File: src/core/out_switch_pkg.sv
// Constants and types for the output switch condition selector
package out_switch_pkg;
    localparam int POS_W = 16;
    localparam int SEL_W = 3;
    localparam int NUM_SW = 2;
    localparam logic [31:0] ADDR_CTRL0 = 32'h0000_0000;
    localparam logic [31:0] ADDR_CTRL1 = 32'h0000_0004;
    localparam logic [31:0] ADDR_LIM0 = 32'h0000_0008;
    localparam logic [31:0] ADDR_LIM1 = 32'h0000_000c;
    localparam logic [31:0] ADDR_TSO = 32'h0000_0010;
    localparam logic [31:0] ADDR_STAT = 32'h0000_0014;
    localparam int WIDX_HI = 4;
    localparam int WIDX_LO = 2;
    localparam int CTRL_SEL_LSB = 0;
    localparam int CTRL_POL_BIT = 4;
    localparam int LIM_LOW_LSB = 0;
    localparam int LIM_HIGH_LSB = 16;
    localparam int STAT_RST_BIT = 0;
    localparam int STAT_SW_LSB = 4;
    localparam int STAT_BOOT_BIT = 8;
    localparam logic [SEL_W-1:0] SEL_RESET_VAL = 3'h0;
    localparam logic POL_RESET_VAL = 1'b0;
    localparam logic [POS_W-1:0] LOW_RESET_VAL = 16'h0000;
    localparam logic [POS_W-1:0] HIGH_RESET_VAL = 16'hffff;
    localparam logic [POS_W-1:0] TSO_RESET_VAL = 16'h0000;
    localparam logic [1:0] HTRANS_NONSEQ = 2'h2;

    typedef enum logic [SEL_W-1:0] {
        COND_NORMAL,
        COND_FAILSAFE,
        COND_RESET,
        COND_POS_ERR,
        COND_TIGHT,
        COND_LOW_LIM,
        COND_HIGH_LIM,
        COND_MANUAL
    } cond_type;
endpackage : out_switch_pkg

File: src/core/out_switch_top.sv
// Two-switch contact output block with AHB-Lite configuration registers
//
// Functional notes
// - Selector 0 holds the active state always; closed at polarity 0, open at polarity 1
// - Selector 2 latches on reset until cleared
// - Selector 3 follows position error until recovered
// - Selector 4 tight shutoff enabled and below
// - Selector 5 position strictly below low limit
// - Selector 6 position strictly above high limit
// - Selector 7 follows manual mode flag
// - Two identical switches, configured independently except for the shared tight shutoff threshold
// - Open unpowered; polarity chosen after boot
//
// Register access over AHB-Lite and the register offsets were decided locally.
`timescale 1ns/1ps
`default_nettype none
module out_switch_top
    import out_switch_pkg::*;
(
    input  wire logic             hclk,
    input  wire logic             hresetn,
    input  wire logic             hsel,
    input  wire logic [31:0]      haddr,
    input  wire logic [1:0]       htrans,
    input  wire logic             hwrite,
    input  wire logic [2:0]       hsize,
    input  wire logic [31:0]      hwdata,
    input  wire logic             hready,
    output logic [31:0]           hrdata,
    output logic                  hreadyout,
    output logic                  hresp,
    input  wire logic [POS_W-1:0] position,
    input  wire logic             failsafe,
    input  wire logic             reset_event,
    input  wire logic             pos_error,
    input  wire logic             tso_enable,
    input  wire logic             manual,
    input  wire logic             boot_done,
    output logic [NUM_SW-1:0]     contact_closed
);
    logic [SEL_W-1:0] sel_q [NUM_SW];
    logic             pol_q [NUM_SW];
    logic [POS_W-1:0] low_q [NUM_SW];
    logic [POS_W-1:0] high_q [NUM_SW];
    logic [POS_W-1:0] tso_q;
    logic             wr_pend_q;
    logic [2:0]       wr_idx_q;
    logic [31:0]      rdata_q;
    logic [NUM_SW-1:0] act;
    logic [NUM_SW-1:0] latched;
    logic             addr_ok;
    logic             rd_go;
    logic [2:0]       aidx;
    logic [31:0]      rd_mux;
    logic [NUM_SW-1:0] clr_sw;

    function automatic logic [2:0] word_idx(input logic [31:0] a);
        return a[WIDX_HI:WIDX_LO];
    endfunction : word_idx

    function automatic logic [31:0] pack_ctrl(input logic [SEL_W-1:0] s,
                                              input logic p);
        logic [31:0] w;
        w = 32'h0000_0000;
        w[CTRL_SEL_LSB +: SEL_W] = s;
        w[CTRL_POL_BIT] = p;
        return w;
    endfunction : pack_ctrl

    // Registers react only to valid transfers that the bus lets through
    assign addr_ok = hsel && hready && (htrans == HTRANS_NONSEQ);
    assign rd_go = addr_ok && !hwrite;
    assign aidx = word_idx(haddr);

    // Zero-wait slave, always OKAY
    assign hreadyout = 1'b1;
    assign hresp = 1'b0;
    assign hrdata = rdata_q;

    always_comb begin
        rd_mux = 32'h0000_0000;
        unique case (aidx)
            word_idx(ADDR_CTRL0): rd_mux = pack_ctrl(sel_q[0], pol_q[0]);
            word_idx(ADDR_CTRL1): rd_mux = pack_ctrl(sel_q[1], pol_q[1]);
            word_idx(ADDR_LIM0):  rd_mux = {high_q[0], low_q[0]};
            word_idx(ADDR_LIM1):  rd_mux = {high_q[1], low_q[1]};
            word_idx(ADDR_TSO):   rd_mux = {16'h0000, tso_q};
            word_idx(ADDR_STAT): begin
                rd_mux[STAT_RST_BIT +: NUM_SW] = latched;
                rd_mux[STAT_SW_LSB +: NUM_SW] = contact_closed;
                rd_mux[STAT_BOOT_BIT] = boot_done;
            end
            default: rd_mux = 32'h0000_0000;
        endcase
    end

    always_ff @(posedge hclk or negedge hresetn) begin
        if (!hresetn) begin
            wr_pend_q <= 1'b0;
            wr_idx_q <= 3'h0;
            rdata_q <= 32'h0000_0000;
        end else begin
            wr_pend_q <= addr_ok && hwrite;
            wr_idx_q <= aidx;
            rdata_q <= rd_go ? rd_mux : rdata_q;
        end
    end

    // Status clear: writing ones to the status word drops the latches
    always_comb begin
        clr_sw = '0;
        if (wr_pend_q && wr_idx_q == word_idx(ADDR_STAT)) begin
            clr_sw = hwdata[STAT_RST_BIT +: NUM_SW];
        end
    end

    always_ff @(posedge hclk or negedge hresetn) begin
        if (!hresetn) begin
            for (int i = 0; i < NUM_SW; i++) begin
                sel_q[i] <= SEL_RESET_VAL;
                pol_q[i] <= POL_RESET_VAL;
                low_q[i] <= LOW_RESET_VAL;
                high_q[i] <= HIGH_RESET_VAL;
            end
            tso_q <= TSO_RESET_VAL;
        end else if (wr_pend_q) begin
            unique case (wr_idx_q)
                word_idx(ADDR_CTRL0): begin
                    sel_q[0] <= hwdata[CTRL_SEL_LSB +: SEL_W];
                    pol_q[0] <= hwdata[CTRL_POL_BIT];
                end
                word_idx(ADDR_CTRL1): begin
                    sel_q[1] <= hwdata[CTRL_SEL_LSB +: SEL_W];
                    pol_q[1] <= hwdata[CTRL_POL_BIT];
                end
                // limit ordering is left to software
                word_idx(ADDR_LIM0): begin
                    low_q[0] <= hwdata[LIM_LOW_LSB +: POS_W];
                    high_q[0] <= hwdata[LIM_HIGH_LSB +: POS_W];
                end
                // no hardware check against full open
                word_idx(ADDR_LIM1): begin
                    low_q[1] <= hwdata[LIM_LOW_LSB +: POS_W];
                    high_q[1] <= hwdata[LIM_HIGH_LSB +: POS_W];
                end
                word_idx(ADDR_TSO): tso_q <= hwdata[LIM_LOW_LSB +: POS_W];
                default: ;
            endcase
        end
    end

    // two identical cells, each with its own selector, polarity and limits; tso_q is shared
    for (genvar g = 0; g < NUM_SW; g++) begin : g_sw
        switch_cell u_cell (
            .hclk           (hclk),
            .hresetn        (hresetn),
            .sel            (sel_q[g]),
            .pol_open       (pol_q[g]),
            .low_lim        (low_q[g]),
            .high_lim       (high_q[g]),
            .tso_thr        (tso_q),
            .position       (position),
            .failsafe       (failsafe),
            .reset_event    (reset_event),
            .status_clear   (clr_sw[g]),
            .pos_error      (pos_error),
            .tso_enable     (tso_enable),
            .manual         (manual),
            .boot_done      (boot_done),
            .active         (act[g]),
            .rst_latched    (latched[g]),
            .contact_closed (contact_closed[g])
        );
    end

    // a write to switch 0's control never moves switch 1's selector
    chk_sel_indep: assert property (
        @(posedge hclk) disable iff (!hresetn)
        (wr_pend_q && wr_idx_q == word_idx(ADDR_CTRL0))
        |=> $stable(sel_q[1]))
        else $error("switch 1 selector changed on switch 0 write");
    // open during boot regardless of condition
    chk_unbooted_open: assert property (
        @(posedge hclk) disable iff (!hresetn)
        (!boot_done ##1 !boot_done) |-> contact_closed == '0)
        else $error("contact closed before boot");
    chk_rd_ready: assert property (
        @(posedge hclk) disable iff (!hresetn)
        rd_go |=> (hrdata == $past(rd_mux)))
        else $error("read data not returned next cycle");

    cov_write_ctrl: cover property (@(posedge hclk) disable iff (!hresetn)
        wr_pend_q && wr_idx_q == word_idx(ADDR_CTRL1));
    cov_both_closed: cover property (@(posedge hclk) disable iff (!hresetn)
        contact_closed == '1 && act != '0);
endmodule : out_switch_top
`default_nettype wire

File: src/core/switch_cell.sv
// One output switch: condition multiplexer, reset latch and contact drive
`timescale 1ns/1ps
`default_nettype none
module switch_cell
    import out_switch_pkg::*;
(
    input  wire logic             hclk,
    input  wire logic             hresetn,
    input  wire logic [SEL_W-1:0] sel,
    input  wire logic             pol_open,
    input  wire logic [POS_W-1:0] low_lim,
    input  wire logic [POS_W-1:0] high_lim,
    input  wire logic [POS_W-1:0] tso_thr,
    input  wire logic [POS_W-1:0] position,
    input  wire logic             failsafe,
    input  wire logic             reset_event,
    input  wire logic             status_clear,
    input  wire logic             pos_error,
    input  wire logic             tso_enable,
    input  wire logic             manual,
    input  wire logic             boot_done,
    output logic                  active,
    output logic                  rst_latched,
    output logic                  contact_closed
);
    logic rst_latch_q;
    logic rst_latch_d;
    logic cond;
    logic drive_q;
    logic drive_d;
    cond_type mode;

    assign mode = cond_type'(sel);

    // latch, a new event wins over a clear
    assign rst_latch_d = reset_event | (rst_latch_q & ~status_clear);

    always_ff @(posedge hclk or negedge hresetn) begin
        if (!hresetn) begin
            rst_latch_q <= 1'b0;
        end else begin
            rst_latch_q <= rst_latch_d;
        end
    end

    always_comb begin
        cond = 1'b0;
        unique case (mode)
            // never switches, always active: closed at polarity 0, open at polarity 1
            COND_NORMAL:   cond = 1'b1;
            COND_FAILSAFE: cond = failsafe;
            COND_RESET:    cond = rst_latch_q;
            COND_POS_ERR:  cond = pos_error;
            COND_TIGHT:    cond = tso_enable && (position < tso_thr);
            COND_LOW_LIM:  cond = position < low_lim;
            COND_HIGH_LIM: cond = position > high_lim;
            COND_MANUAL:   cond = manual;
        endcase
    end

    // polarity selects closed or open when active
    assign drive_d = boot_done ? (cond ^ pol_open) : 1'b0;

    always_ff @(posedge hclk or negedge hresetn) begin
        if (!hresetn) begin
            drive_q <= 1'b0;
        end else begin
            drive_q <= drive_d;
        end
    end

    assign contact_closed = drive_q;
    assign active = cond;
    assign rst_latched = rst_latch_q;

    chk_normal_closed: assert property (
        @(posedge hclk) disable iff (!hresetn)
        (mode == COND_NORMAL && boot_done && !pol_open) |=> drive_q)
        else $error("normal selector did not close the contact");
    chk_latch_holds: assert property (
        @(posedge hclk) disable iff (!hresetn)
        reset_event |=> rst_latch_q)
        else $error("reset event not latched");
    chk_latch_clear: assert property (
        @(posedge hclk) disable iff (!hresetn)
        (rst_latch_q && !status_clear && !reset_event) |=> rst_latch_q)
        else $error("reset latch dropped without clear");
    chk_low_limit: assert property (
        @(posedge hclk) disable iff (!hresetn)
        (mode == COND_LOW_LIM && boot_done && position < low_lim)
        |=> (drive_q == !$past(pol_open)))
        else $error("low limit did not drive contact");
    chk_high_limit: assert property (
        @(posedge hclk) disable iff (!hresetn)
        (mode == COND_HIGH_LIM && boot_done && position <= high_lim)
        |=> (drive_q == $past(pol_open)))
        else $error("high limit active at or below threshold");
    chk_boot_open: assert property (
        @(posedge hclk) disable iff (!hresetn)
        !boot_done |=> !drive_q)
        else $error("contact closed before boot");
    chk_tight_off: assert property (
        @(posedge hclk) disable iff (!hresetn)
        (mode == COND_TIGHT && !tso_enable && boot_done)
        |=> (drive_q == $past(pol_open)))
        else $error("tight shutoff active while disabled");
    chk_manual_mode: assert property (
        @(posedge hclk) disable iff (!hresetn)
        (mode == COND_MANUAL && boot_done)
        |=> (drive_q == ($past(manual) ^ $past(pol_open))))
        else $error("manual condition mismatch");
    chk_fail_safe: assert property (
        @(posedge hclk) disable iff (!hresetn)
        (mode == COND_FAILSAFE && boot_done)
        |=> (drive_q == ($past(failsafe) ^ $past(pol_open))))
        else $error("failsafe condition mismatch");
    chk_pos_err: assert property (
        @(posedge hclk) disable iff (!hresetn)
        (mode == COND_POS_ERR && boot_done)
        |=> (drive_q == ($past(pos_error) ^ $past(pol_open))))
        else $error("position error condition mismatch");

    cov_latch_clear: cover property (@(posedge hclk) disable iff (!hresetn)
        rst_latch_q ##1 status_clear ##1 !rst_latch_q);
    cov_low_trip: cover property (@(posedge hclk) disable iff (!hresetn)
        mode == COND_LOW_LIM && cond && boot_done);
    cov_high_trip: cover property (@(posedge hclk) disable iff (!hresetn)
        mode == COND_HIGH_LIM && cond && boot_done);
endmodule : switch_cell
`default_nettype wire

File: config.mk
export PLATFORM = sky130hd
export DESIGN_NAME = out_switch_top
export DESIGN_NICKNAME = d
export VERILOG_FILES = /design/src/core/out_switch_pkg.sv /design/src/core/out_switch_top.sv /design/src/core/switch_cell.sv
export SDC_FILE = /design/constraint.sdc
export NUM_CORES = 1
export LEC_CHECK = 0
export BUFFER_PORTS_ARGS = -buffer_cell sky130_fd_sc_hd__buf_2
export CORE_MARGIN = 1
export CORE_UTILIZATION = 30
export CTS_CLUSTER_DIAMETER = 100
export DETAILED_ROUTE_END_ITERATION = 8
export SYNTH_ARGS = -nofsm -noshare
export SYNTH_HDL_FRONTEND = slang
export SYNTH_SLANG_ARGS = --single-unit
File: constraint.sdc
create_clock -name hclk -period 2.8 [get_ports hclk]
set_input_delay 0.28 -clock hclk [delete_from_list [all_inputs] [get_ports hclk]]
set_output_delay 0.28 -clock hclk [all_outputs]
set_load 0.005 [all_outputs]
==> impl_summary.txt <==
----------------------------------------------------
[Synth]
  Number of register bits inferred by synthesis ... approximately 130
  Most instantiated flip-flop cell in the synthesis netlist ... sky130_fd_sc_hd__dfrtp_1
  Summed instance area of the synthesized netlist ... about 7400 um2
  Post-Synthesis Mean Instance Area ... 9.92 um2
  Number of distinct library cells after synthesis ... between 40 and 50
  Cells after synthesis ... between 700 and 800
  Fraction of registers with async set or reset after synthesis ... 1.00
  Portion of the post-synthesis area used by sequential elements ... 0.437
  Total number of yosys warnings ... 0
  Post-synth net total ... ~900
  Post-synth EDFFs ... 0

[Placed design]
  Estimated wirelength of the detail-placed design ... 14900 um
  RD Place Congestion ... 0.877
  I/O Buffers ... 97
  Total instance count after detailed placement ... 1152

[CTS]
  CTS tree ... built
  Resized cells post-CTS ... 0
  Number of buffers created by CTS ... 17
  Number of H-tree levels ... 4
  Number of hold-repair buffers added at the cts stage ... 1
  CTS root buffer ... sky130_fd_sc_hd__clkbuf_16
  TritonCTS sink count ... about 130
  CTS max path bufs ... 2
  Clock insertion delay at the later pin of the skew report ... 0.42 ns
  Clock-pin slew of the registers on the worst-case setup and hold paths ... 0.06 ns
  Number of setup buffers added after CTS ... 0

[Power]
  Power density normalized to cell area ... 597 nW/um2
  Reported leakage power ... between 4 and 5 nW
  Total power draw ... 5.27 mW
  Worst vdd rail ir drop ... around 0.31 mV

[STA]
  Min Tclk post-route ... around 2.4 ns
  Relative slew slack ... 0.563
  Final-report hold violation count ... 0
  Count of pins over their slew limit ... 0
  Number of setup violations in the final report ... 0
  Actual transition at the worst max-transition pin ... ~0.65 ns
  Highest clock frequency the design can meet ... about 420 MHz
  Clock Skew ... 0.00775 ns
  Period utilization ... 0.848
  Aggregate negative setup slack ... 0 ns
  RSZ-0062 raised after global routing ... no
  Worst hold margin ... 0.0536 ns

[Global routing]
  Overflow after GRT ... 0
  First-pass GRT wire length ... ~32000 um
  Met1 Resource Use GR ... 0.217
  Met2 capacity usage during global routing ... 0.269
  Maximum number of pins on one net before global-route repair ... 73
  Met3 Resource Use GR ... 0.0409
  Total Routing Usage GR ... 0.164
  Antenna violations before repair ... 1
  Routing layer with the top usage in global route ... met2
  Via count of the first global-routing pass ... 5750

[Drt]
  Drt wl/cell ... around 17 um
  Pre-antenna DRT Iters ... 4
  DRC marker count from the first detailed-route iteration ... around 360
  Via/cell ratio ... between 4 and 5
  Number of vias in the routed layout ... around 5.7k
  Post-Route WL ... 19700 um
  Final ANT Viol Nets ... 0
  Residual DRC ... 0

[Worst setup path]
  Standard cell with the maximum stage delay on the critical path ... sky130_fd_sc_hd__dfstp_2
  Crit path largest cell delay ... roughly 0.52 ns
  Category of the critical setup timing path ... flop to flop
  CP Data Arrival Time ... 2.72 ns
  Endpoint required time on the critical path ... roughly 3.2 ns
  Series of cell instances along the critical path ... inv_1, ha_1, nand4_1, nor3_1, nor3b_1, a22o_1, o21ai_1, nand4_1, mux2i_1
  Capturing element type of the critical path ... flop
  Most common cell type on the critical path ... sky130_fd_sc_hd__nand4_1
  Worst Setup Start Kind ... flop
  Largest fanout of any net on the critical path ... 3

[Layout]
  Signed area change from the synthesized netlist to the final layout ... 18.9%
  Final cell count without fillers ... 1186
  Area used by multi-input combinational logic ... around 3700 um2
  FILL cells ... ~2.5k
  Area taken by flip-flops and latches ... between 3000 and 4000 um2
  Share of layout cells above drive strength 1 ... 0.229
  Leading cell type in the layout, fill and taps excluded ... sky130_fd_sc_hd__nand2_1
  Commonest non-fill, non-tap cells in the layout ... 104 x sky130_fd_sc_hd__nand2_1, 96 x sky130_fd_sc_hd__dfrtp_1, 96 x sky130_fd_sc_hd__buf_2, 86 x sky130_fd_sc_hd__inv_1, 78 x sky130_fd_sc_hd__ha_1
  Final-stage net count ... approximately 1k

[Die]
  Number of placement rows ... 57
  I/O pin total ... about 130
  Full die area ... approximately 25000 um2
  Starting density of the core ... 0.305
  Die boundary width ... ~160 um
  Die Span Y ... 159 um
  Core Region ... around 24000 um2

[Min path]
  Worst min-delay path category ... primary input to flop

[Run]
  Max Cap Viol ... 0

[Outcome]
  Outcome ... finished clean

----------------------------------------------------
[Yosys cell counts, drive strengths merged (3+ instances only)]
| cell | number | share of area |
|---|---|---|
| a2111oi | 4 | 0.0047 |
| a211oi | 4 | 0.0040 |
| a21o | 3 | 0.0030 |
| a21oi | 40 | 0.027 |
| a22o | 5 | 0.0059 |
| a31oi | 3 | 0.0025 |
| buf | 10 | 0.010 |
| clkbuf | 23 | 0.012 |
| dfrtp | 96 | 0.32 |
| dfstp | 32 | 0.11 |
| ha | 78 | 0.13 |
| inv | 86 | 0.043 |
| mux2 | 43 | 0.065 |
| mux2i | 37 | 0.050 |
| mux4 | 4 | 0.012 |
| nand2 | 104 | 0.053 |
| nand2b | 11 | 0.0093 |
| nand4 | 8 | 0.0076 |
| nand4b | 3 | 0.0035 |
| nor2 | 22 | 0.011 |
| nor2b | 3 | 0.0025 |
| nor3 | 7 | 0.0047 |
| nor3b | 5 | 0.0064 |
| o211ai | 3 | 0.0030 |
| o21ai | 75 | 0.051 |
| o22ai | 6 | 0.0051 |
| o31ai | 16 | 0.016 |
[per-layer routing]
layer  up-vias  routed length (um)
li1       2816                   -
met1      2771                9220
met2       127                9300
met3        19                 935
met4         0                 250
met5         -                   0
[where the power goes]
group,leakage (nW),switching [mW],internal (mW)
combinational,2.62,0.570,0.455
sequential,1.47,0.147,2.13
clock,0.251,0.835,1.14
total,4.34,1.55,3.72
[final cells by class]
| class | count | area share |
|---|---|---|
| flip-flops and latches | 128 | 0.367 |
| multi-input cells | 502 | 0.421 |
| clock buffers | 20 | 0.0506 |
| diodes | 1 | 0.000283 |
| well taps | 324 | 0.0459 |
| clock inverters | 12 | 0.00794 |
| inverters | 86 | 0.0366 |
| repair buffers | 113 | 0.0706 |
[path summary, 6_finish.rpt]
kind                        startpoint                             to  slack, ns  cells past startpoint
max                         high_q[31]  g_sw[0].u_cell.contact_closed       0.43                      9
max reg2reg                 high_q[31]  g_sw[0].u_cell.contact_closed       0.43                      9
min in group asynchronous      hresetn                      wr_pend_q       0.35                      2
max in group asynchronous      hresetn                     high_q[11]       1.66                      3
min reg2reg                 hrdata[29]                     hrdata[29]       0.47                      2
min                        reset_event     g_sw[0].u_cell.rst_latched       0.05                      2
[critical path, delay by kind of cell (launching register included)]
kind | cells | cell delay [ns]
flip-flops | 1 | 0.52
multiplexers | 1 | 0.18
AO/OA/AOI/OAI | 2 | 0.26
buffers and inverters | 1 | 0.05
adder cells (fa/ha/maj) | 1 | 0.29
AND/OR/NAND/NOR | 4 | 1.01
[kinds of logic after synthesis]
group | Yosys count | synth area share
AND/OR/NAND/NOR | 170 | 0.105
AO/OA/AOI/OAI | 168 | 0.133
flip-flops | 128 | 0.437
buffers and inverters | 119 | 0.0652
multiplexers | 84 | 0.127
adder cells (fa/ha/maj) | 78 | 0.131
other | 2 | 0.00101
[registers in the layout (all words and copies together), names as in the netlist]
name	flops
g_sw.u_cell.contact_closed	2
pol_q	2
wr_idx_q	3
tso_q	16
high_q	32
sel_q	6
g_sw.u_cell.rst_latched	2
hrdata	32
low_q	32
wr_pend_q	1
[stage by stage]
step | utilization | area (um2) | setup slack [ns]
finish | 0.363 | 8830 | 0.425
global route | 0.363 | 8820 | 0.262
CTS | 0.363 | 8820 | 0.389
detailed placement | 0.341 | 8300 | 0.402
global placement | 0.341 | 8300 | 0.462
floorplan | - | 7430 | 0.725
Note: power is estimated with default switching activity, not from simulation.
